File: src/deser_regs_defines.svh
// register offsets, field positions, reset values and timing counts for the
// deserializer configuration bank; included by the package and design files
`ifndef DESER_REGS_DEFINES_SVH
`define DESER_REGS_DEFINES_SVH

// register offsets
`define REG_SELFTEST_ERR 8'h25
`define REG_SCL_HIGH 8'h26
`define REG_SCL_LOW 8'h27
`define REG_DPATH 8'h28
`define REG_AUDIO 8'h2B
`define REG_PCLK 8'h2E
`define REG_DUAL_RX 8'h34

// reset values
`define RST_SCL_HIGH 8'h83
`define RST_SCL_LOW 8'h84
`define RST_DPATH 8'h00
`define RST_AUDIO 8'h00
`define RST_PCLK 8'h00
`define RST_DUAL_RX 8'h01

// datapath config fields
`define DP_HOLD 7
`define DP_VIDEO_OFF 5
`define DP_DUAL_LINK 4
`define DP_ALT_AUDIO 3
`define DP_AUDIO_OFF 2
`define DP_SYNC_VIDEO 1
`define DP_SURROUND 0
`define DP_LOAD_MASK 8'h3F

// audio control fields
`define AU_OVERRUN 3
`define AU_UNDERRUN 2
`define AU_ERR_CLR 1
`define AU_RISE_EDGE 0

// pixel clock test and receive mode fields
`define PCLK_EXT 7
`define RX_MODE_HI 4
`define RX_MODE_LO 3

// timing: one count is 50 ns of nominal oscillator time
`define UNIT_NS 50
`define CLK_PERIOD_NS 5
`define UNIT_CYCLES ((`UNIT_NS + `CLK_PERIOD_NS - 1) / `CLK_PERIOD_NS)
`define NOM_OSC_MHZ 20
`define FAST_OSC_MHZ 26
`define MIN_PHASE_NS 5000

`endif

File: src/deser_regs_pkg.sv
// types shared by the deserializer configuration bank and its helpers
// assumes deser_regs_defines.svh is on the include path
package deser_regs_pkg;
    `include "deser_regs_defines.svh"

    // register access from the control-channel slave
    typedef struct packed {
        logic wr;
        logic rd;
        logic [7:0] addr;
        logic [7:0] wdata;
    } reg_req_s;

    // datapath configuration sent by the remote serializer
    typedef struct packed {
        logic load;
        logic [5:0] bits;
    } fc_cfg_s;

    typedef enum logic [1:0] {
        RX_AUTO = 2'h0,
        RX_DUAL = 2'h1,
        RX_PRIMARY = 2'h2,
        RX_SECONDARY = 2'h3
    } rx_mode_e;

    // gray along idle -> high -> low -> high
    typedef enum logic [1:0] {
        SCL_IDLE = 2'h0,
        SCL_HIGH = 2'h1,
        SCL_LOW = 2'h3
    } scl_state_e;

    typedef logic [11:0] phase_t;
endpackage

File: src/deser_datapath_i2c_audio_regs.sv
// configuration and status bank of the video link deserializer: bus clock
// timing, datapath mirror, audio serial control, pixel clock test, input mode
// assumes register requests, forward-channel loads and audio events come from
// logic on ref_clk; only the bus clock line arrives from a pin
//
// Operation
// RQ1: bus master holds clock high for high count times 50 ns; reset 83h.
// RQ2: bus master holds clock low for low count times 50 ns; reset 84h.
// RQ3: as slave, low count is data setup time before the stretched clock releases.
// RQ4: reset counts give at least 5 us per phase at 26 MHz.
// RQ5: datapath fields load from the remote serializer over the forward channel.
// RQ6: hold bit 7 blocks forward-channel loads and keeps local values.
// RQ7: bit 5 reports no active video; control channel and pins keep working.
// RQ8: bit 4 says two links; used to recover data in auto input mode.
// RQ9: bit 3 puts alternate audio on pin 1 (word clock) and pin 0 (data).
// RQ10: bit 2 disables the audio serial output.
// RQ11: bit 1 selects 28-bit video carrying sync and data enable.
// RQ12: bit 0 turns surround audio output on.
// RQ13: read-only overrun and underrun flags at bits 3, 2; writing bit 1 clears them.
// RQ14: audio bit 0 picks strobe edge: 1 rising, 0 falling.
// RQ15: pixel clock bit 7 takes pixel clock from the test clock input.
// RQ16: input mode field: auto, forced dual, forced primary, forced secondary.
// RQ17: reserved bits stay zero and do nothing; here input mode bit 0 reads one.
`timescale 1ns/10ps
`default_nettype none
`include "deser_regs_defines.svh"
module deser_datapath_i2c_audio_regs (
    input wire logic ref_clk,
    input wire logic rst_n,
    input wire logic ce,
    input wire deser_regs_pkg::reg_req_s reg_req,
    output logic [7:0] reg_rdata,
    input wire deser_regs_pkg::fc_cfg_s fc_cfg,
    input wire logic [7:0] selftest_err_cnt,
    input wire logic master_en,
    input wire logic slave_setup_req,
    input wire logic scl_i,
    output logic scl_o,
    output logic scl_oe,
    output logic slave_release,
    input wire logic audio_word_clk,
    input wire logic audio_data,
    input wire logic overrun_evt,
    input wire logic underrun_evt,
    output logic general_pin_0_o,
    output logic general_pin_0_oe,
    output logic general_pin_1_o,
    output logic general_pin_1_oe,
    output logic video_active,
    output logic sync_carrying_video_en,
    output logic audio_off,
    output logic surround_en,
    output logic audio_rising_edge,
    output logic pclk_from_test_clock_input,
    output logic rx_dual_link,
    output logic rx_use_secondary
);
    import deser_regs_pkg::*;

    typedef struct packed {
        logic [7:0] scl_high;
        logic [7:0] scl_low;
        logic [7:0] dpath;
        logic overrun;
        logic underrun;
        logic rise_edge;
        logic pclk_ext;
        logic [1:0] rx_mode;
        logic [7:0] rdata;
        scl_state_e scl_state;
        logic hi_started;
        logic stretch;
        logic release_p;
        logic scl_oe;
        logic rx_dual;
        logic rx_sec;
        logic pin0;
        logic pin1;
        logic pins_oe;
    } bank_s;
    bank_s st_r;
    bank_s st_nxt;

    logic scl_sync;
    logic m_start;
    logic m_expire;
    logic s_start;
    logic s_expire;
    phase_t m_len;
    phase_t high_cycles;
    phase_t low_cycles;

    // counts to cycles; widest product 255 * 10 fits 12 bits
    assign high_cycles = 12'(st_r.scl_high * `UNIT_CYCLES);
    assign low_cycles = 12'(st_r.scl_low * `UNIT_CYCLES);

    // bus clock line seen back, for clock synchronisation with other masters
    sync2 u_scl_sync (
        .ref_clk(ref_clk),
        .rst_n(rst_n),
        .ce(ce),
        .d(scl_i),
        .q(scl_sync)
    );

    // master phase timer
    phase_timer u_master_tmr (
        .ref_clk(ref_clk),
        .rst_n(rst_n),
        .ce(ce),
        .start(m_start),
        .len(m_len),
        .busy(),
        .expire(m_expire)
    );

    // slave setup timer
    phase_timer u_slave_tmr (
        .ref_clk(ref_clk),
        .rst_n(rst_n),
        .ce(ce),
        .start(s_start),
        .len(low_cycles),
        .busy(),
        .expire(s_expire)
    );

    // timer starts: high phase starts once the line is really high, so a
    // slave stretching the clock lengthens the low phase, not the high one
    always_comb begin
        m_start = 1'b0;
        m_len = high_cycles;
        if (st_r.scl_state == SCL_HIGH && !st_r.hi_started && scl_sync) begin
            m_start = 1'b1;
        end else if (st_r.scl_state == SCL_HIGH && m_expire && master_en) begin
            m_start = 1'b1;
            m_len = low_cycles;
        end
        s_start = slave_setup_req && !st_r.stretch;
    end

    // register bank, flags, clock generator and pin muxing
    always_comb begin
        st_nxt = st_r;
        st_nxt.release_p = 1'b0;

        // RQ5 forward channel load
        // RQ6 hold blocks loads
        if (fc_cfg.load && !st_r.dpath[`DP_HOLD]) begin
            st_nxt.dpath[5:0] = fc_cfg.bits;
        end

        // local writes; a write in the same cycle as a load wins
        if (reg_req.wr) begin
            unique case (reg_req.addr)
                // RQ1 high count
                `REG_SCL_HIGH: st_nxt.scl_high = reg_req.wdata;
                // RQ2 low count
                `REG_SCL_LOW: st_nxt.scl_low = reg_req.wdata;
                // RQ17 reserved bit dropped
                `REG_DPATH: st_nxt.dpath = reg_req.wdata & 8'hBF;
                `REG_AUDIO: st_nxt.rise_edge = reg_req.wdata[`AU_RISE_EDGE];
                `REG_PCLK: st_nxt.pclk_ext = reg_req.wdata[`PCLK_EXT];
                `REG_DUAL_RX: st_nxt.rx_mode = reg_req.wdata[`RX_MODE_HI:`RX_MODE_LO];
                default: st_nxt.rx_mode = st_nxt.rx_mode;
            endcase
        end

        // RQ13 error flags: set wins over clear
        if (reg_req.wr && reg_req.addr == `REG_AUDIO && reg_req.wdata[`AU_ERR_CLR]) begin
            st_nxt.overrun = 1'b0;
            st_nxt.underrun = 1'b0;
        end
        if (overrun_evt) begin
            st_nxt.overrun = 1'b1;
        end
        if (underrun_evt) begin
            st_nxt.underrun = 1'b1;
        end

        // read data; unmapped offsets read zero, reserved bits read zero except input mode bit 0, which reads one
        if (reg_req.rd) begin
            unique case (reg_req.addr)
                `REG_SELFTEST_ERR: st_nxt.rdata = selftest_err_cnt;
                `REG_SCL_HIGH: st_nxt.rdata = st_r.scl_high;
                `REG_SCL_LOW: st_nxt.rdata = st_r.scl_low;
                `REG_DPATH: st_nxt.rdata = st_r.dpath;
                `REG_AUDIO: st_nxt.rdata = {4'h0, st_r.overrun, st_r.underrun, 1'b0,
                                            st_r.rise_edge};
                `REG_PCLK: st_nxt.rdata = {st_r.pclk_ext, 7'h00};
                `REG_DUAL_RX: st_nxt.rdata = {3'h0, st_r.rx_mode, 2'h0, 1'b1};
                default: st_nxt.rdata = 8'h00;
            endcase
        end

        // RQ1 high phase
        // RQ2 low phase
        unique case (st_r.scl_state)
            SCL_IDLE: begin
                if (master_en) begin
                    st_nxt.scl_state = SCL_HIGH;
                    st_nxt.hi_started = 1'b0;
                end
            end
            SCL_HIGH: begin
                if (m_start && !st_r.hi_started) begin
                    st_nxt.hi_started = 1'b1;
                end else if (m_expire) begin
                    st_nxt.scl_state = master_en ? SCL_LOW : SCL_IDLE;
                end
            end
            SCL_LOW: begin
                if (m_expire) begin
                    st_nxt.scl_state = SCL_HIGH;
                    st_nxt.hi_started = 1'b0;
                end
            end
            default: st_nxt.scl_state = SCL_IDLE;
        endcase

        // RQ3 slave setup stretch
        if (s_start) begin
            st_nxt.stretch = 1'b1;
        end else if (s_expire) begin
            st_nxt.stretch = 1'b0;
            st_nxt.release_p = 1'b1;
        end
        st_nxt.scl_oe = (st_nxt.scl_state == SCL_LOW) || st_nxt.stretch;

        // RQ16 input mode
        // RQ8 link count in auto mode
        unique case (rx_mode_e'(st_r.rx_mode))
            RX_AUTO: begin
                st_nxt.rx_dual = st_r.dpath[`DP_DUAL_LINK];
                st_nxt.rx_sec = 1'b0;
            end
            RX_DUAL: begin
                st_nxt.rx_dual = 1'b1;
                st_nxt.rx_sec = 1'b0;
            end
            RX_PRIMARY: begin
                st_nxt.rx_dual = 1'b0;
                st_nxt.rx_sec = 1'b0;
            end
            RX_SECONDARY: begin
                st_nxt.rx_dual = 1'b0;
                st_nxt.rx_sec = 1'b1;
            end
        endcase

        // RQ9 alternate audio pins
        // RQ10 disable gates pins too
        st_nxt.pins_oe = st_r.dpath[`DP_ALT_AUDIO] && !st_r.dpath[`DP_AUDIO_OFF];
        st_nxt.pin1 = st_nxt.pins_oe && audio_word_clk;
        st_nxt.pin0 = st_nxt.pins_oe && audio_data;
    end

    // state register; counts come up at values with margin for a fast oscillator
    always_ff @(posedge ref_clk) begin
        if (!rst_n) begin
            st_r <= '0;
            // RQ4 reset margin
            st_r.scl_high <= `RST_SCL_HIGH;
            st_r.scl_low <= `RST_SCL_LOW;
            st_r.dpath <= `RST_DPATH;
            st_r.rx_mode <= 2'h0;
            st_r.scl_state <= SCL_IDLE;
        end else if (ce) begin
            st_r <= st_nxt;
        end
    end

    // outputs straight from the state flops, scl_o tied low; the line is open drain
    assign reg_rdata = st_r.rdata;
    assign scl_o = 1'b0;
    assign scl_oe = st_r.scl_oe;
    assign slave_release = st_r.release_p;
    assign general_pin_0_o = st_r.pin0;
    assign general_pin_0_oe = st_r.pins_oe;
    assign general_pin_1_o = st_r.pin1;
    assign general_pin_1_oe = st_r.pins_oe;
    // RQ7 video off status; control channel is never gated by it
    assign video_active = !st_r.dpath[`DP_VIDEO_OFF];
    // RQ11 sync-carrying framing
    assign sync_carrying_video_en = st_r.dpath[`DP_SYNC_VIDEO];
    assign audio_off = st_r.dpath[`DP_AUDIO_OFF];
    // RQ12 surround enable
    assign surround_en = st_r.dpath[`DP_SURROUND];
    // RQ14 strobe edge
    assign audio_rising_edge = st_r.rise_edge;
    // RQ15 pixel clock source
    assign pclk_from_test_clock_input = st_r.pclk_ext;
    assign rx_dual_link = st_r.rx_dual;
    assign rx_use_secondary = st_r.rx_sec;

    // helper: cycles since the master timer was started
    phase_t phase_cnt_r;
    phase_t phase_len_r;
    always_ff @(posedge ref_clk) begin
        if (!rst_n) begin
            phase_cnt_r <= 12'h000;
            phase_len_r <= 12'h000;
        end else if (ce) begin
            phase_cnt_r <= m_start ? 12'h000 : phase_cnt_r + 12'h001;
            phase_len_r <= m_start ? m_len : phase_len_r;
        end
    end

    a_phase_len: assert property (@(posedge ref_clk) disable iff (!rst_n) // RQ1
        ce && m_expire && phase_len_r != 12'h000 |-> phase_cnt_r == phase_len_r - 12'h001)
        else $error("bus clock phase length wrong");
    a_low_from_reg: assert property (@(posedge ref_clk) disable iff (!rst_n) // RQ2
        ce && m_start && st_r.scl_state == SCL_HIGH && st_r.hi_started
        |=> phase_len_r == $past(low_cycles) && scl_oe)
        else $error("low phase not loaded from low count");
    a_slave_stretch: assert property (@(posedge ref_clk) disable iff (!rst_n) // RQ3
        ce && s_start && ce ##1 ce |-> scl_oe ##1 (scl_oe || slave_release))
        else $error("slave setup stretch not held");
    a_reset_margin: assert property (@(posedge ref_clk) // RQ4
        $rose(rst_n) |-> st_r.scl_high == `RST_SCL_HIGH && st_r.scl_low == `RST_SCL_LOW
        && (int'(st_r.scl_high) * `UNIT_NS * `NOM_OSC_MHZ) / `FAST_OSC_MHZ >= `MIN_PHASE_NS)
        else $error("reset bus clock counts lack margin");
    a_fc_load: assert property (@(posedge ref_clk) disable iff (!rst_n) // RQ5
        ce && fc_cfg.load && !st_r.dpath[`DP_HOLD] && !reg_req.wr
        |=> st_r.dpath[5:0] == $past(fc_cfg.bits))
        else $error("forward channel load missed");
    a_hold_keeps: assert property (@(posedge ref_clk) disable iff (!rst_n) // RQ6
        ce && st_r.dpath[`DP_HOLD] && !reg_req.wr |=> $stable(st_r.dpath))
        else $error("held datapath config changed");
    a_flag_set_wins: assert property (@(posedge ref_clk) disable iff (!rst_n) // RQ13
        ce && overrun_evt |=> st_r.overrun)
        else $error("overrun event lost");
    a_flag_readback: assert property (@(posedge ref_clk) disable iff (!rst_n) // RQ13
        ce && reg_req.rd && reg_req.addr == `REG_AUDIO
        |=> reg_rdata[`AU_OVERRUN] == $past(st_r.overrun)
        && reg_rdata[`AU_UNDERRUN] == $past(st_r.underrun))
        else $error("fifo error flags not readable");
    a_flag_clear: assert property (@(posedge ref_clk) disable iff (!rst_n) // RQ13
        ce && reg_req.wr && reg_req.addr == `REG_AUDIO && reg_req.wdata[`AU_ERR_CLR]
        && !overrun_evt && !underrun_evt |=> !st_r.overrun && !st_r.underrun)
        else $error("fifo error flags not cleared");
    a_auto_mode: assert property (@(posedge ref_clk) disable iff (!rst_n) // RQ16
        ce && st_r.rx_mode == 2'h0
        |=> rx_dual_link == $past(st_r.dpath[`DP_DUAL_LINK]) && !rx_use_secondary)
        else $error("auto input mode ignores link count");
    a_alt_pins: assert property (@(posedge ref_clk) disable iff (!rst_n) // RQ9
        ce && st_r.dpath[`DP_ALT_AUDIO] && !st_r.dpath[`DP_AUDIO_OFF]
        |=> general_pin_1_oe && general_pin_1_o == $past(audio_word_clk)
        && general_pin_0_o == $past(audio_data))
        else $error("alternate audio not on general pins");
    a_reserved_zero: assert property (@(posedge ref_clk) disable iff (!rst_n) // RQ17
        st_r.dpath[6] == 1'b0)
        else $error("reserved datapath bit set");
endmodule
`default_nettype wire

File: src/phase_timer.sv
// down-counter that times one clock phase of a given number of cycles
// assumes start is a one-cycle pulse from logic on ref_clk
`timescale 1ns/10ps
`default_nettype none
module phase_timer (
    input wire logic ref_clk,
    input wire logic rst_n,
    input wire logic ce,
    input wire logic start,
    input wire deser_regs_pkg::phase_t len,
    output logic busy,
    output logic expire
);
    import deser_regs_pkg::*;

    typedef struct packed {
        phase_t cnt;
        logic busy;
    } tmr_s;
    tmr_s st_r;
    tmr_s st_nxt;

    // expire marks the last cycle so the phase lasts exactly len cycles
    assign expire = st_r.busy && (st_r.cnt == 12'h001);
    assign busy = st_r.busy;

    // a zero length still gives one cycle
    always_comb begin
        st_nxt = st_r;
        if (start) begin
            st_nxt.cnt = (len == 12'h000) ? 12'h001 : len;
            st_nxt.busy = 1'b1;
        end else if (expire) begin
            st_nxt.cnt = 12'h000;
            st_nxt.busy = 1'b0;
        end else if (st_r.busy) begin
            st_nxt.cnt = st_r.cnt - 12'h001;
        end
    end

    always_ff @(posedge ref_clk) begin
        if (!rst_n) begin
            st_r <= '0;
        end else if (ce) begin
            st_r <= st_nxt;
        end
    end
endmodule
`default_nettype wire

File: src/sync2.sv
// two-flop synchronizer for one level arriving from a pin
// assumes the input is asynchronous to ref_clk
`timescale 1ns/10ps
`default_nettype none
module sync2 (
    input wire logic ref_clk,
    input wire logic rst_n,
    input wire logic ce,
    input wire logic d,
    output logic q
);
    typedef struct packed {
        logic s1;
        logic s2;
    } sync_s;
    sync_s st_r;
    sync_s st_nxt;

    // first stage feeds only the second
    always_comb begin
        st_nxt = st_r;
        st_nxt.s1 = d;
        st_nxt.s2 = st_r.s1;
    end

    always_ff @(posedge ref_clk) begin
        if (!rst_n) begin
            st_r <= '0;
        end else if (ce) begin
            st_r <= st_nxt;
        end
    end

    assign q = st_r.s2;
endmodule
`default_nettype wire
File: config.mk
export PLATFORM = sky130hd
export DESIGN_NAME = deser_datapath_i2c_audio_regs
export DESIGN_NICKNAME = d
export VERILOG_FILES = /design/src/deser_regs_pkg.sv /design/src/deser_datapath_i2c_audio_regs.sv /design/src/phase_timer.sv /design/src/sync2.sv
export VERILOG_INCLUDE_DIRS = /design/src
export SDC_FILE = /design/constraint.sdc
export NUM_CORES = 1
export LEC_CHECK = 0
export BUFFER_PORTS_ARGS = -buffer_cell sky130_fd_sc_hd__buf_2
export CORE_ASPECT_RATIO = 2
export CORE_MARGIN = 2
export CORE_UTILIZATION = 30
export CTS_BUF_LIST = sky130_fd_sc_hd__clkbuf_8
export DETAILED_ROUTE_END_ITERATION = 10
export GPL_ROUTABILITY_DRIVEN = 0
export GPL_TIMING_DRIVEN = 0
export HOLD_SLACK_MARGIN = 0.03
export SYNTH_ARGS = -nofsm -noshare
export SYNTH_HDL_FRONTEND = slang
export SYNTH_SLANG_ARGS = --single-unit
File: constraint.sdc
create_clock -name ref_clk -period 2.7 [get_ports ref_clk]
set_clock_uncertainty 0.1 [all_clocks]
set_input_delay 0.54 -clock ref_clk [delete_from_list [all_inputs] [get_ports ref_clk]]
set_output_delay 0.54 -clock ref_clk [all_outputs]
set_load 0.01 [all_outputs]
==> flow_summary.toml <==
[run_status]
status = "complete, no violations"

[worst_setup_path]
r2r_cells = 10
r2r-start = "st_r[34]$_SDFFE_PN0P_"
r2r_setup_slack_ns = 0.05
path_cells = "ha_1 > ha_2 > inv_1 > fa_2 > nor2b_4 > o22a_1 > xor2_2 > nor4b_2 > o221ai_1 > o31ai_1"
arrival_ns = 2.84
slowest_delay_ns = 0.40
critPathKind = "reg -> reg"
cpLargestDelayFamily = "adder cells"
path_depth = 10
critical_path.endpoint = "u_master_tmr.st_r[1]$_SDFFE_PN0P_"
r2r-end = "u_master_tmr.st_r[1]$_SDFFE_PN0P_"
critPathLaunch = "st_r[34]$_SDFFE_PN0P_"
path_buf_inv = 1
end_kind = "flop"
cp_slowest_cell = "dfxtp_4"
crit_path_start_kind = "flop"
path_max_fanout = 6
required_ns = 2.89

[sta]
maxSlewViolCount = 0
worst_slew_pin_slew_ns = 0.960
rsz0062_at_grt = "true"
setup_viol = 0
fmax_mhz = 378
period_minus_slack_ns = 2.65
worst_slack_ns = 0.0545
period_share_pct = 98.0
relSlewSlack_pct = 35.8
hold_viol = 0

[placed_design]
portBuffers = 63
place_ws_ns = -0.532
post_dp_cell_area_um2 = 5530
place_hpwl_um = 13300

[die]
core_um2 = 16200
dieArea_um2 = 17600
die_h_um = 186
row_count = 66
ios = 66
fp.dieW_um = 94.9
initial_core_util_pct = 30.6

[layout]
final_area_um2 = 5860
antenna_cells = 0
nNetsFinal = 760
final_util_pct = 36.2
drive_gt1_share_pct = 20.5
area_growth_pct = 18.3

[cts]
h-tree-depth = 3
clock_sinks = 76
cts_max_path_buffers = 2
clkTransAtPathRegs_ns = 0.09
cts_tree = "yes"
clock_latency_ns = 0.38
cts_root_buf = "clkbuf_8"
cts_buffers = 9

[global_route]
antenna_found_initial = 0
grt.overflow.total = 0
grt_max_degree = 16
grt_use_total_pct = 19.5
grt_pass1_wl_um = 25500
grt_pass1_vias = 4826

[routing]
first_iter_violations = 254
wl_per_cell_um = 18.9
finalWirelength_um = 16900
vias = 4935
ant_nets = 0
first_pass_iters = 5
vias_per_cell = 5.51
remaining_drc_errors = 0

[synth]
syn_nets = 683
async_flop_share_pct = 0
yosys.cell_types.count = 71
ys.flop_type = "dfxtp_1"
synth_cells = 610
synth_area_per_cell_um2 = 8.12
syn_area_um2 = 4960
ys_ff_latch = 76
ys_seq_area_share_pct = 30.7
synth_edf_count = 0
yosys_warnings = 0

[pwr]
ir_drop_mv = 0.187
power_density_nw_per_um2 = 428
leakagePower_nw = 2.41

[worst_hold_path]
hold_path.class = "in -> reg"

[flow_run]
drv_cap = 0
## cell families (layout without fill, tap and decap cells)
kind of cell / after synthesis / count (layout) / share of synthesized area (%)
compound gates: 188 / 188 / 23.7
xor+xnor: 12 / 12 / 2.12
fa+ha+maj: 30 / 30 / 7.88
buf+inv: 57 / 139 / 5.30
flops: 76 / 76 / 30.7
mux: 33 / 33 / 6.92
other cells: 1 / 1 / 0.0757
simple gates: 213 / 213 / 23.3
## power breakdown
part	internal, W	total, W	switching [W]
Combinational	0.000152	0.000375	0.000223
Sequential	0.00115	0.00119	0.0000361
Clock	0.000442	0.000943	0.000501
## worst min-delay path: stages
cell      delay (ns)
buf_2           0.10
nand3_1         0.06
a21boi_0        0.07
## timing repair
item                                    in CTS  in global routing
endpoints found under the hold margin        0                  0
gates resized for setup                     15                 14
hold buffers                                 0                  0
endpoints found under the setup margin      10                 10
pin swaps                                    3                  3
buffers inserted                             3                  0
## sequential cells by signal, indices dropped and copies added, names as in the netlist
signal,count
sync_carrying_video_en,1
u_slave_tmr.st_r,12
pclk_from_test_clock_input,1
general_pin_1_o,1
general_pin_0_oe,1
audio_rising_edge,1
surround_en,1
scl_oe,1
audio_off,1
u_scl_sync.q,1
reg_rdata,8
rx_use_secondary,1
u_scl_sync.st_nxt,1
st_r,28
u_master_tmr.busy,1
general_pin_0_o,1
slave_release,1
u_master_tmr.st_r,12
u_slave_tmr.busy,1
rx_dual_link,1
## worst min-delay path by stage
stage | start | endpoint | slack, ns | cells after the start
3_3_place_gp | reg_rdata[6]$_SDFFE_PN0P_ | reg_rdata[6]$_SDFFE_PN0P_ | 0.36 | 1
4_1_cts | audio_word_clk | general_pin_1_o$_SDFFE_PN0P_ | 0.33 | 3
6_report | audio_word_clk | general_pin_1_o$_SDFFE_PN0P_ | 0.34 | 3
3_5_place_dp | reg_rdata[2]$_SDFFE_PN0P_ | reg_rdata[2]$_SDFFE_PN0P_ | 0.36 | 1
2_1_floorplan | reg_rdata[6]$_SDFFE_PN0P_ | reg_rdata[6]$_SDFFE_PN0P_ | 0.34 | 1
5_1_grt | reg_req[6] | st_r[39]$_SDFFE_PN0P_ | 0.34 | 3
## routing by layer
metal  up-vias  track usage [%]  wire, um
li1       2376                -         -
met1      2317             16.9      5690
met2       182             37.2      9270
met3        60             2.19       519
met4         0             17.9      1470
met5         -                0         0
## cells in the mapped netlist (3+ instances only)
| cell | n | area, um2 |
|---|---|---|
| a211oi_1 | 6 | 45.0 |
| a21boi_0 | 10 | 75.1 |
| a21oi_1 | 41 | 205 |
| a221oi_1 | 3 | 26.3 |
| a22o_1 | 11 | 96.3 |
| a22oi_1 | 13 | 97.6 |
| a31oi_1 | 6 | 37.5 |
| and2_1 | 4 | 25.0 |
| and3b_1 | 3 | 26.3 |
| buf_2 | 3 | 15.0 |
| buf_4 | 10 | 75.1 |
| clkbuf_1 | 22 | 82.6 |
| dfxtp_1 | 76 | 1520 |
| ha_1 | 28 | 350 |
| inv_1 | 21 | 78.8 |
| mux2_2 | 10 | 113 |
| mux2i_1 | 23 | 230 |
| nand2_1 | 41 | 154 |
| nand2b_1 | 6 | 37.5 |
| nand3_1 | 20 | 100 |
| nand3b_1 | 3 | 22.5 |
| nand4_1 | 5 | 31.3 |
| nor2_1 | 45 | 169 |
| nor2b_1 | 35 | 219 |
| nor3_1 | 15 | 75.1 |
| nor4_1 | 6 | 37.5 |
| o211ai_1 | 3 | 22.5 |
| o21a_1 | 5 | 37.5 |
| o21ai_0 | 64 | 320 |
| o21ai_1 | 4 | 20.0 |
| o31ai_1 | 3 | 22.5 |
| or3_1 | 8 | 50.1 |
| xnor2_1 | 6 | 52.6 |
| xor2_1 | 6 | 52.6 |
## through the flow
stage,cells,hold WS (ns),power [W],setup TNS (ns)
2_1_floorplan,610,0.343,0.00145,0
3_3_place_gp,877,0.360,0.00158,-3.61
3_5_place_dp,877,0.365,0.00158,-3.69
4_1_cts,896,0.327,0.00253,0
5_1_grt,896,0.345,0.00261,-0.0773
6_report,896,0.340,0.00251,0
## cell type report
class	instances	area, um2
clock inverters	7	80.1
well taps	204	255
repair buffers	66	338
inverters	21	78.8
fillers	1723	10300
flip-flops and latches	76	1530
clock buffers	9	124
multi-input cells	477	3270
plain buffers	36	184
## cells in the final DEF, fill, tap and decap left out, types with 5 or more instances in the layout
cell / Yosys / layout
clkbuf_8: 0 / 9
a21oi_1: 41 / 39
nand2_1: 41 / 41
o21ai_0: 64 / 61
mux2_2: 10 / 10
a211oi_2: 0 / 5
dfxtp_1: 76 / 71
ha_1: 28 / 27
inv_1: 21 / 21
nor3_1: 15 / 15
nand3_1: 20 / 20
nor4_1: 6 / 6
a22oi_1: 13 / 13
mux2i_1: 23 / 22
nor2b_1: 35 / 33
clkbuf_1: 22 / 22
xnor2_1: 6 / 5
o21ai_1: 4 / 5
a31oi_1: 6 / 6
a21boi_0: 10 / 9
nand2b_1: 6 / 5
a22o_1: 11 / 11
buf_4: 10 / 13
nand4_1: 5 / 5
nor2_1: 45 / 45
buf_2: 3 / 66
or3_1: 8 / 8
o21a_1: 5 / 5
(Power assumes the default switching activity.)
